## config.mk

```make
export PLATFORM = sky130hd
export DESIGN_NAME = charger_setpoint_registers
export DESIGN_NICKNAME = d
export VERILOG_FILES = /design/src/rtl/charger_setpoint_pkg.sv /design/src/rtl/bank_if.sv /design/src/rtl/charger_setpoint_registers.sv /design/src/rtl/reg_addr_decode.sv /design/src/rtl/setpoint_clamp.sv
export SDC_FILE = /design/constraint.sdc
export NUM_CORES = 1
export LEC_CHECK = 0
export BUFFER_PORTS_ARGS = -buffer_cell sky130_fd_sc_hd__buf_4
export CELL_PAD_IN_SITES_DETAIL_PLACEMENT = 1
export CELL_PAD_IN_SITES_GLOBAL_PLACEMENT = 1
export CORE_UTILIZATION = 43
export DETAILED_ROUTE_END_ITERATION = 8
export PLACE_DENSITY = 0.89
export SLEW_MARGIN = 20
export SYNTH_ARGS = -nofsm -noshare
export SYNTH_HDL_FRONTEND = slang
export SYNTH_SLANG_ARGS = --single-unit
```

## constraint.sdc

```tcl
create_clock -name clock -period 3.09 [get_ports clock]
set_input_delay 0.1545 -clock clock [delete_from_list [all_inputs] [get_ports clock]]
set_output_delay 0.1545 -clock clock [all_outputs]
set_load 0.1 [all_outputs]
```

## src/rtl/charger_setpoint_pkg.sv

```systemverilog
package charger_setpoint_pkg;
	localparam int DATA_W   = 8;
	localparam int ADDR_W   = 8;
	localparam int NUM_REGS = 5;

	localparam logic [ADDR_W-1:0] OFF_BATT  = 8'h04;
	localparam logic [ADDR_W-1:0] OFF_BOOST = 8'h05;
	localparam logic [ADDR_W-1:0] OFF_FLOOR = 8'h06;
	localparam logic [ADDR_W-1:0] OFF_CURR  = 8'h07;
	localparam logic [ADDR_W-1:0] OFF_PREC  = 8'h08;

	localparam int IDX_BATT  = 0;
	localparam int IDX_BOOST = 1;
	localparam int IDX_FLOOR = 2;
	localparam int IDX_CURR  = 3;
	localparam int IDX_PREC  = 4;

	localparam logic [DATA_W-1:0] RST_BATT_REG  = 8'h3c;
	localparam logic [DATA_W-1:0] RST_BOOST_REG = 8'h67;
	localparam logic [DATA_W-1:0] RST_FLOOR_REG = 8'h0b;
	localparam logic [DATA_W-1:0] RST_CURR_REG  = 8'h4c;
	localparam logic [DATA_W-1:0] RST_PREC_REG  = 8'ha1;

	localparam int BATT_W   = 7;
	localparam int BOOST_W  = 6;
	localparam int THERM_W  = 2;
	localparam int FLOOR_W  = 7;
	localparam int CURR_W   = 6;
	localparam int TOPOFF_W = 2;
	localparam int PREC_W   = 4;
	localparam int SAT_W    = 7;

	localparam int BATT_LSB   = 1;
	localparam int RSVD_POS   = 0;
	localparam int BOOST_LSB  = 2;
	localparam int THERM_LSB  = 0;
	localparam int FLOOR_LSB  = 1;
	localparam int LOOP_POS   = 0;
	localparam int CURR_LSB   = 2;
	localparam int TOPOFF_LSB = 0;
	localparam int PVOLT_LSB  = 4;
	localparam int PCURR_LSB  = 0;

	localparam logic RSVD_BIT = 1'b0;

	localparam logic [BATT_W-1:0]   BATT_RST   = RST_BATT_REG[BATT_LSB +: BATT_W];
	localparam logic [BOOST_W-1:0]  BOOST_RST  = RST_BOOST_REG[BOOST_LSB +: BOOST_W];
	localparam logic [THERM_W-1:0]  THERM_RST  = RST_BOOST_REG[THERM_LSB +: THERM_W];
	localparam logic [FLOOR_W-1:0]  FLOOR_RST  = RST_FLOOR_REG[FLOOR_LSB +: FLOOR_W];
	localparam logic                LOOP_RST   = RST_FLOOR_REG[LOOP_POS];
	localparam logic [CURR_W-1:0]   CURR_RST   = RST_CURR_REG[CURR_LSB +: CURR_W];
	localparam logic [TOPOFF_W-1:0] TOPOFF_RST = RST_CURR_REG[TOPOFF_LSB +: TOPOFF_W];
	localparam logic [PREC_W-1:0]   PVOLT_RST  = RST_PREC_REG[PVOLT_LSB +: PREC_W];
	localparam logic [PREC_W-1:0]   PCURR_RST  = RST_PREC_REG[PCURR_LSB +: PREC_W];

	// Codes past these all select the top setpoint of their loop
	localparam logic [BATT_W-1:0]  BATT_MAX  = 7'h51;
	localparam logic [BOOST_W-1:0] BOOST_MAX = 6'h38;
	localparam logic [FLOOR_W-1:0] FLOOR_MAX = 7'h5f;
	localparam logic [CURR_W-1:0]  CURR_MAX  = 6'h32;
endpackage

```

## src/rtl/bank_if.sv

```systemverilog
`timescale 1ns/1ns
`default_nettype none
interface bank_if;
	import charger_setpoint_pkg::*;
	logic [NUM_REGS-1:0] match;
	logic [NUM_REGS-1:0] wrSel;
	logic [BATT_W-1:0]   battNxt;
	logic [BOOST_W-1:0]  boostNxt;
	logic [FLOOR_W-1:0]  floorNxt;
	logic [CURR_W-1:0]   currNxt;
	logic [BATT_W-1:0]   battSat;
	logic [BOOST_W-1:0]  boostSat;
	logic [FLOOR_W-1:0]  floorSat;
	logic [CURR_W-1:0]   currSat;

	modport decode (output match, wrSel);
	modport clamp (input battNxt, boostNxt, floorNxt, currNxt,
		output battSat, boostSat, floorSat, currSat);
	modport bank (input match, wrSel, battSat, boostSat, floorSat, currSat,
		output battNxt, boostNxt, floorNxt, currNxt);
endinterface
`default_nettype wire

```

## src/rtl/charger_setpoint_registers.sv

```systemverilog
`timescale 1ns/1ns
`default_nettype none
module charger_setpoint_registers (
	input  wire logic                                      clock,
	input  wire logic                                      rst_n,
	input  wire logic [charger_setpoint_pkg::ADDR_W-1:0]   regAddr,
	input  wire logic [charger_setpoint_pkg::DATA_W-1:0]   regWrData,
	input  wire logic                                      regWrEn,
	input  wire logic                                      regRdEn,
	output logic      [charger_setpoint_pkg::DATA_W-1:0]   regRdData,
	output logic                                           regRdValid,
	input  wire logic                                      softResetReq,
	output logic                                           softResetDone,
	output logic      [charger_setpoint_pkg::BATT_W-1:0]   batteryTargetCode,
	output logic      [charger_setpoint_pkg::BOOST_W-1:0]  boostOutputCode,
	output logic      [charger_setpoint_pkg::THERM_W-1:0]  thermalThrottleCode,
	output logic      [charger_setpoint_pkg::FLOOR_W-1:0]  inputFloorCode,
	output logic                                           inputFloorLoopOn,
	output logic      [charger_setpoint_pkg::CURR_W-1:0]   chargeCurrentCode,
	output logic      [charger_setpoint_pkg::TOPOFF_W-1:0] topoffTimeCode,
	output logic      [charger_setpoint_pkg::PREC_W-1:0]   prechargeVoltageCode,
	output logic      [charger_setpoint_pkg::PREC_W-1:0]   prechargeCurrentCode
);
	import charger_setpoint_pkg::*;

	bank_if bus ();

	logic [BATT_W-1:0]   battRaw_r;
	logic [BOOST_W-1:0]  boostRaw_r;
	logic [THERM_W-1:0]  therm_r;
	logic [FLOOR_W-1:0]  floorRaw_r;
	logic                loopOn_r;
	logic [CURR_W-1:0]   currRaw_r;
	logic [TOPOFF_W-1:0] topoff_r;
	logic [PREC_W-1:0]   pvolt_r;
	logic [PREC_W-1:0]   pcurr_r;
	logic [BATT_W-1:0]   battSat_r;
	logic [BOOST_W-1:0]  boostSat_r;
	logic [FLOOR_W-1:0]  floorSat_r;
	logic [CURR_W-1:0]   currSat_r;
	logic [DATA_W-1:0]   rdData_r;
	logic                rdValid_r;
	logic                softDone_r;

	logic [BATT_W-1:0]   wrBattField;
	logic [BOOST_W-1:0]  wrBoostField;
	logic [THERM_W-1:0]  wrThermField;
	logic [FLOOR_W-1:0]  wrFloorField;
	logic                wrLoopField;
	logic [CURR_W-1:0]   wrCurrField;
	logic [TOPOFF_W-1:0] wrTopoffField;
	logic [PREC_W-1:0]   wrPvoltField;
	logic [PREC_W-1:0]   wrPcurrField;
	logic [THERM_W-1:0]  thermNxt;
	logic                loopNxt;
	logic [TOPOFF_W-1:0] topoffNxt;
	logic [PREC_W-1:0]   pvoltNxt;
	logic [PREC_W-1:0]   pcurrNxt;
	logic [DATA_W-1:0]   battByte;
	logic [DATA_W-1:0]   boostByte;
	logic [DATA_W-1:0]   floorByte;
	logic [DATA_W-1:0]   currByte;
	logic [DATA_W-1:0]   precByte;
	logic [DATA_W-1:0]   rdMux;
	logic                wrBatt;
	logic                wrBoost;
	logic                wrFloor;
	logic                wrCurr;
	logic                wrPrec;

	reg_addr_decode decoder (
		.regAddr (regAddr),
		.regWrEn (regWrEn),
		.bus     (bus)
	);

	setpoint_clamp clamp (
		.bus (bus)
	);

	assign wrBatt  = bus.wrSel[IDX_BATT];
	assign wrBoost = bus.wrSel[IDX_BOOST];
	assign wrFloor = bus.wrSel[IDX_FLOOR];
	assign wrCurr  = bus.wrSel[IDX_CURR];
	assign wrPrec  = bus.wrSel[IDX_PREC];

	// The reserved bit position is not sliced into the battery field, so writes to it vanish
	assign wrBattField   = regWrData[BATT_LSB +: BATT_W];
	assign wrBoostField  = regWrData[BOOST_LSB +: BOOST_W];
	assign wrThermField  = regWrData[THERM_LSB +: THERM_W];
	assign wrFloorField  = regWrData[FLOOR_LSB +: FLOOR_W];
	assign wrLoopField   = regWrData[LOOP_POS];
	assign wrCurrField   = regWrData[CURR_LSB +: CURR_W];
	assign wrTopoffField = regWrData[TOPOFF_LSB +: TOPOFF_W];
	assign wrPvoltField  = regWrData[PVOLT_LSB +: PREC_W];
	assign wrPcurrField  = regWrData[PCURR_LSB +: PREC_W];

	// A global reset request outranks a host write landing in the same cycle
	assign bus.battNxt  = softResetReq ? BATT_RST : (wrBatt ? wrBattField : battRaw_r);
	assign bus.boostNxt = softResetReq ? BOOST_RST : (wrBoost ? wrBoostField : boostRaw_r);
	assign thermNxt     = softResetReq ? THERM_RST : (wrBoost ? wrThermField : therm_r);
	assign bus.floorNxt = softResetReq ? FLOOR_RST : (wrFloor ? wrFloorField : floorRaw_r);
	assign loopNxt      = softResetReq ? LOOP_RST : (wrFloor ? wrLoopField : loopOn_r);
	assign bus.currNxt  = softResetReq ? CURR_RST : (wrCurr ? wrCurrField : currRaw_r);
	assign topoffNxt    = softResetReq ? TOPOFF_RST : (wrCurr ? wrTopoffField : topoff_r);
	assign pvoltNxt     = softResetReq ? PVOLT_RST : (wrPrec ? wrPvoltField : pvolt_r);
	assign pcurrNxt     = softResetReq ? PCURR_RST : (wrPrec ? wrPcurrField : pcurr_r);

	// Raw codes are kept for readback; the loops get the clamped copies
	always_ff @(posedge clock) begin
		if (!rst_n) begin
			battRaw_r  <= BATT_RST;
			boostRaw_r <= BOOST_RST;
			floorRaw_r <= FLOOR_RST;
			currRaw_r  <= CURR_RST;
		end else begin
			battRaw_r  <= bus.battNxt;
			boostRaw_r <= bus.boostNxt;
			floorRaw_r <= bus.floorNxt;
			currRaw_r  <= bus.currNxt;
		end
	end

	always_ff @(posedge clock) begin
		if (!rst_n) begin
			battSat_r  <= BATT_RST;
			boostSat_r <= BOOST_RST;
			floorSat_r <= FLOOR_RST;
			currSat_r  <= CURR_RST;
		end else begin
			battSat_r  <= bus.battSat;
			boostSat_r <= bus.boostSat;
			floorSat_r <= bus.floorSat;
			currSat_r  <= bus.currSat;
		end
	end

	always_ff @(posedge clock) begin
		if (!rst_n) begin
			therm_r  <= THERM_RST;
			loopOn_r <= LOOP_RST;
			topoff_r <= TOPOFF_RST;
			pvolt_r  <= PVOLT_RST;
			pcurr_r  <= PCURR_RST;
		end else begin
			therm_r  <= thermNxt;
			loopOn_r <= loopNxt;
			topoff_r <= topoffNxt;
			pvolt_r  <= pvoltNxt;
			pcurr_r  <= pcurrNxt;
		end
	end

	// Done pulses on alternate cycles while the request is held; the owner of the request bit clears it on this
	always_ff @(posedge clock) begin
		if (!rst_n) begin
			softDone_r <= 1'b0;
		end else begin
			softDone_r <= softResetReq & ~softDone_r;
		end
	end

	assign battByte  = {battRaw_r, RSVD_BIT};
	assign boostByte = {boostRaw_r, therm_r};
	assign floorByte = {floorRaw_r, loopOn_r};
	assign currByte  = {currRaw_r, topoff_r};
	assign precByte  = {pvolt_r, pcurr_r};

	// Unmapped addresses select nothing and read as zero
	assign rdMux = ({DATA_W{bus.match[IDX_BATT]}} & battByte)
		| ({DATA_W{bus.match[IDX_BOOST]}} & boostByte)
		| ({DATA_W{bus.match[IDX_FLOOR]}} & floorByte)
		| ({DATA_W{bus.match[IDX_CURR]}} & currByte)
		| ({DATA_W{bus.match[IDX_PREC]}} & precByte);

	// A read in the same cycle as a write returns the value before the write
	always_ff @(posedge clock) begin
		if (!rst_n) begin
			rdData_r  <= '0;
			rdValid_r <= 1'b0;
		end else begin
			rdData_r  <= regRdEn ? rdMux : rdData_r;
			rdValid_r <= regRdEn;
		end
	end

	assign regRdData            = rdData_r;
	assign regRdValid           = rdValid_r;
	assign softResetDone        = softDone_r;
	assign batteryTargetCode    = battSat_r;
	assign boostOutputCode      = boostSat_r;
	assign thermalThrottleCode  = therm_r;
	assign inputFloorCode       = floorSat_r;
	assign inputFloorLoopOn     = loopOn_r;
	assign chargeCurrentCode    = currSat_r;
	assign topoffTimeCode       = topoff_r;
	assign prechargeVoltageCode = pvolt_r;
	assign prechargeCurrentCode = pcurr_r;
endmodule
`default_nettype wire

```

## src/rtl/reg_addr_decode.sv

```systemverilog
`timescale 1ns/1ns
`default_nettype none
module reg_addr_decode (
	input  wire logic [charger_setpoint_pkg::ADDR_W-1:0] regAddr,
	input  wire logic                                    regWrEn,
	bank_if.decode                                       bus
);
	import charger_setpoint_pkg::*;

	function automatic logic [NUM_REGS-1:0] decodeAddr(input logic [ADDR_W-1:0] addr);
		logic [NUM_REGS-1:0] sel;
		sel = '0;
		case (addr)
			OFF_BATT:  sel[IDX_BATT] = 1'b1;
			OFF_BOOST: sel[IDX_BOOST] = 1'b1;
			OFF_FLOOR: sel[IDX_FLOOR] = 1'b1;
			OFF_CURR:  sel[IDX_CURR] = 1'b1;
			OFF_PREC:  sel[IDX_PREC] = 1'b1;
			default:   sel = '0;
		endcase
		return sel;
	endfunction

	// Unmapped addresses match nothing, so writes there are dropped
	assign bus.match = decodeAddr(regAddr);
	assign bus.wrSel = bus.match & {NUM_REGS{regWrEn}};
endmodule
`default_nettype wire

```

## src/rtl/setpoint_clamp.sv

```systemverilog
`timescale 1ns/1ns
`default_nettype none
module setpoint_clamp (
	bank_if.clamp bus
);
	import charger_setpoint_pkg::*;

	function automatic logic [SAT_W-1:0] saturate(input logic [SAT_W-1:0] code,
		input logic [SAT_W-1:0] ceiling);
		return (code > ceiling) ? ceiling : code;
	endfunction

	// Clamping sits on the next-value path so the loops see it on the write edge
	assign bus.battSat  = BATT_W'(saturate(SAT_W'(bus.battNxt), SAT_W'(BATT_MAX)));
	assign bus.boostSat = BOOST_W'(saturate(SAT_W'(bus.boostNxt), SAT_W'(BOOST_MAX)));
	assign bus.floorSat = FLOOR_W'(saturate(SAT_W'(bus.floorNxt), SAT_W'(FLOOR_MAX)));
	assign bus.currSat  = CURR_W'(saturate(SAT_W'(bus.currNxt), SAT_W'(CURR_MAX)));
endmodule
`default_nettype wire
```

==> metrics.md <==
| Metric | Value |
|---|---|
| Worst hold path cell count | `3` |
| Initial antenna violation count | `0` |
| I/O Pins | `70` |
| CTS H-tree lvls | `3` |
| Post-route ant nets | `0` |
| Post-synth top area share | `49.7%` |
| Clock transition at path regs | `80 ps` |
| Leak | `1.58 nW` |
| DP Wirelength | `5960 um` |
| VDD IR max | `0.000246 V` |
| Clk_skew | `7.51 ps` |
| Pin count of the biggest net entering global routing | `28` |
| Register area | `1500 um2` |
| Worst skew pair latency | `350 ps` |
| Final hold vios | `0` |
| Hold_sp | `regWrData[0]` |
| Number of clock sinks | `75` |
| Worst Setup Start Kind | `primary input` |
| CTS max path bufs | `2` |
| Slew Limit Fails | `0` |
| Layout cells sized above 1 | `25.5%` |
| Antenna fix cells | `0` |
| DR iter-0 viols | `181` |
| Core Area | `6790 um2` |
| Port Buffers | `69` |
| Top cells by count, synth | `dfxtp_1 (75), mux2i_1 (43), nor2_1 (40), nand2_1 (31), clkbuf_1 (18)` |
| Crit path kind | `in -> reg` |
| Yosys reg bits | `75` |
| Die area | `7370 um2` |
| Routed len/inst | `18.9 um` |
| Synth warn | `0` |
| Syn avg cell area | `9.75 um2` |
| Finished Layout Cells | `472` |
| Family with the most delay on the worst path | `simple AND/OR/NAND/NOR gates` |
| Setup bufs post-CTS | `0` |
| Synth async-reset ratio | `0%` |
| First-pass GRT wire length | `14,200 um` |
| Critical Path Stages | `6` |
| Total track usage | `25.5%` |
| Root buf cell | `clkbuf_8` |
| CP Data Arrival Time | `2120 ps` |
| Worst hold path class | `in -> reg` |
| Multi-input gate area | `1420 um2` |
| Chip Height | `85.8 um` |
| FMAX | `0.532 GHz` |
| Max Cap Viol | `0` |
| Hold EP | `inputFloorLoopOn` |
| Seq/Total Area, Yosys | `49.7%` |
| Status | `finished clean` |
| Reg2Reg Capture Point | `chargeCurrentCode[1]` |
| FILL cells | `784` |
| Final nets | `392` |
| Main flop type after synthesis | `dfxtp_1` |
| Unique masters post-synth | `46` |
| Final Setup Violations | `0` |
| Syn Inst Count | `310` |
| Number of synthesized flops with an enable pin | `0` |
| Worst-path maximum fanout | `9` |
| R2R depth | `3` |
| Routed wire length | `8920 um` |
| Vias in the first global route | `2,741` |
| Worst Setup End Kind | `flip-flop` |
| Syn Nets | `331` |
| Chip width | `85.8 um` |
| Top-count cell post-synth | `dfxtp_1` |
| Peak per-stage delay on the critical path | `580 ps` |
| R2r setup slk | `1660 ps` |
| Power per cell area | `530 nW/um2` |
| Max-slew headroom | `48.1%` |
| DR DRC count | `0` |
| Global route total overflow | `0` |
| Cell accounting for the most synthesized area | `dfxtp_1` |
| Starting Density | `44.5%` |
| P&R area growth vs syn | `26.2%` |
| Hold-fix buffers, CTS | `0` |
| Crit path cell chain | `buf_4 -> nor4_4 -> and3_1 -> mux2i_2 -> o21a_1 -> nor2_1` |
| Routability Congestion | `0.893` |
| Top post-synthesis cells by area | `dfxtp_1 (50%), mux2i_1 (14%), nor2_1 (5.0%)` |
| DR pass1 iterations | `4` |
| CP bufs+invs | `1` |
| RSZ-0062 raised after global routing | `no` |
| Dpl cells | `456` |
| CTS resizes | `0` |
| Via density | `5.71` |
| Final Cycle Share | `60.8%` |
| Setup TNS | `0 ps` |
| Cell Area, Synth | `3020 um2` |
| CTS tree | `yes` |
| Row count | `30` |
| Slew @ Worst Pin | `777 ps` |
| Vias | `2,696` |
| Critical path's slowest cell | `and3_1` |
| Worst EP required | `3330 ps` |
| CTS buffer count | `9` |
| Tmin final | `1880 ps` |
| Launching point of the worst reg2reg path | `currRaw_r[1]` |
==> sequential cells by signal (all words and copies together) (netlist names), 7 cells and up <==
| register | count |
|---|---|
| battRaw_r | 7 |
| inputFloorCode | 7 |
| floorRaw_r | 7 |
| regRdData | 8 |
| batteryTargetCode | 7 |
==> stage by stage <==
step / util, % / setup WS (ps) / area [um2] / power [mW] / hold slack [ps]
floorplan: - / 1420 / 3020 / 1.11 / 280
global placement: 52.8 / 980 / 3590 / 1.16 / 409
detailed placement: 52.8 / 888 / 3590 / 1.16 / 418
CTS: 56.2 / 1230 / 3820 / 2.03 / 44.0
global route: 56.2 / 1070 / 3820 / 2.08 / 62.7
finish: 56.2 / 1210 / 3820 / 2.02 / 58.8
==> per-layer routing <==
metal	wire [um]	track usage, %	part of all wire (%)
met1	3780	31.7	42
met2	4460	43.4	50
met3	480	4.62	5.4
met4	201	11.1	2.3
met5	0	0	0
==> worst max-delay path by stage <==
stage,startpoint,end,slack (ps)
final,regAddr[5],batteryTargetCode[0],1210
after global routing,regAddr[5],batteryTargetCode[1],1070
after CTS,regAddr[5],batteryTargetCode[0],1230
after detailed placement,regAddr[5],batteryTargetCode[1],890
after global placement,regAddr[5],batteryTargetCode[0],980
after floorplan,regAddr[5],inputFloorCode[0],1420
==> layout make-up <==
class | count | share of cell area, %
flip-flops and latches | 75 | 39.3
multi-input cells | 210 | 37.1
repair buffers | 72 | 14.2
clock buffers | 12 | 4.07
well taps | 96 | 3.15
clock inverters | 4 | 1.90
inverters | 3 | 0.295
==> worst reg2reg max path: stages, from the launching register on <==
cell and delay (ps):
dfxtp_1 340, a2111oi_0 650, o211a_1 250, o21ai_0 60
==> cell usage in the layout (no fill, tap or decap), types with 5 or more instances in the layout <==
cell,instances
dfxtp_1,75
buf_4,72
mux2i_1,43
nor2_1,40
nand2_1,31
clkbuf_8,11
a21oi_1,9
o211a_1,8
a22oi_1,7
o221ai_1,7
nor2b_1,5
o21ai_0,5
nor3_1,5
o21ai_1,5
==> cells by family (layout without fill, tap and decap cells) <==
group / count (synthesis) / after routing / share of synthesized area [%]
flip-flops: 75 / 75 / 49.7
multiplexers: 45 / 45 / 15.1
AND/OR/NAND/NOR: 103 / 103 / 16.8
AO/OA/AOI/OAI: 62 / 62 / 14.9
buffers and inverters: 25 / 91 / 3.52
==> power by group <==
part           switching, mW  internal (mW)  leakage (nW)  total, mW
registers            0.00377          0.972         0.607      0.976
clock network          0.377          0.498         0.113      0.876
logic                  0.121         0.0487         0.863      0.169
Power figures use the tool's default switching activity.
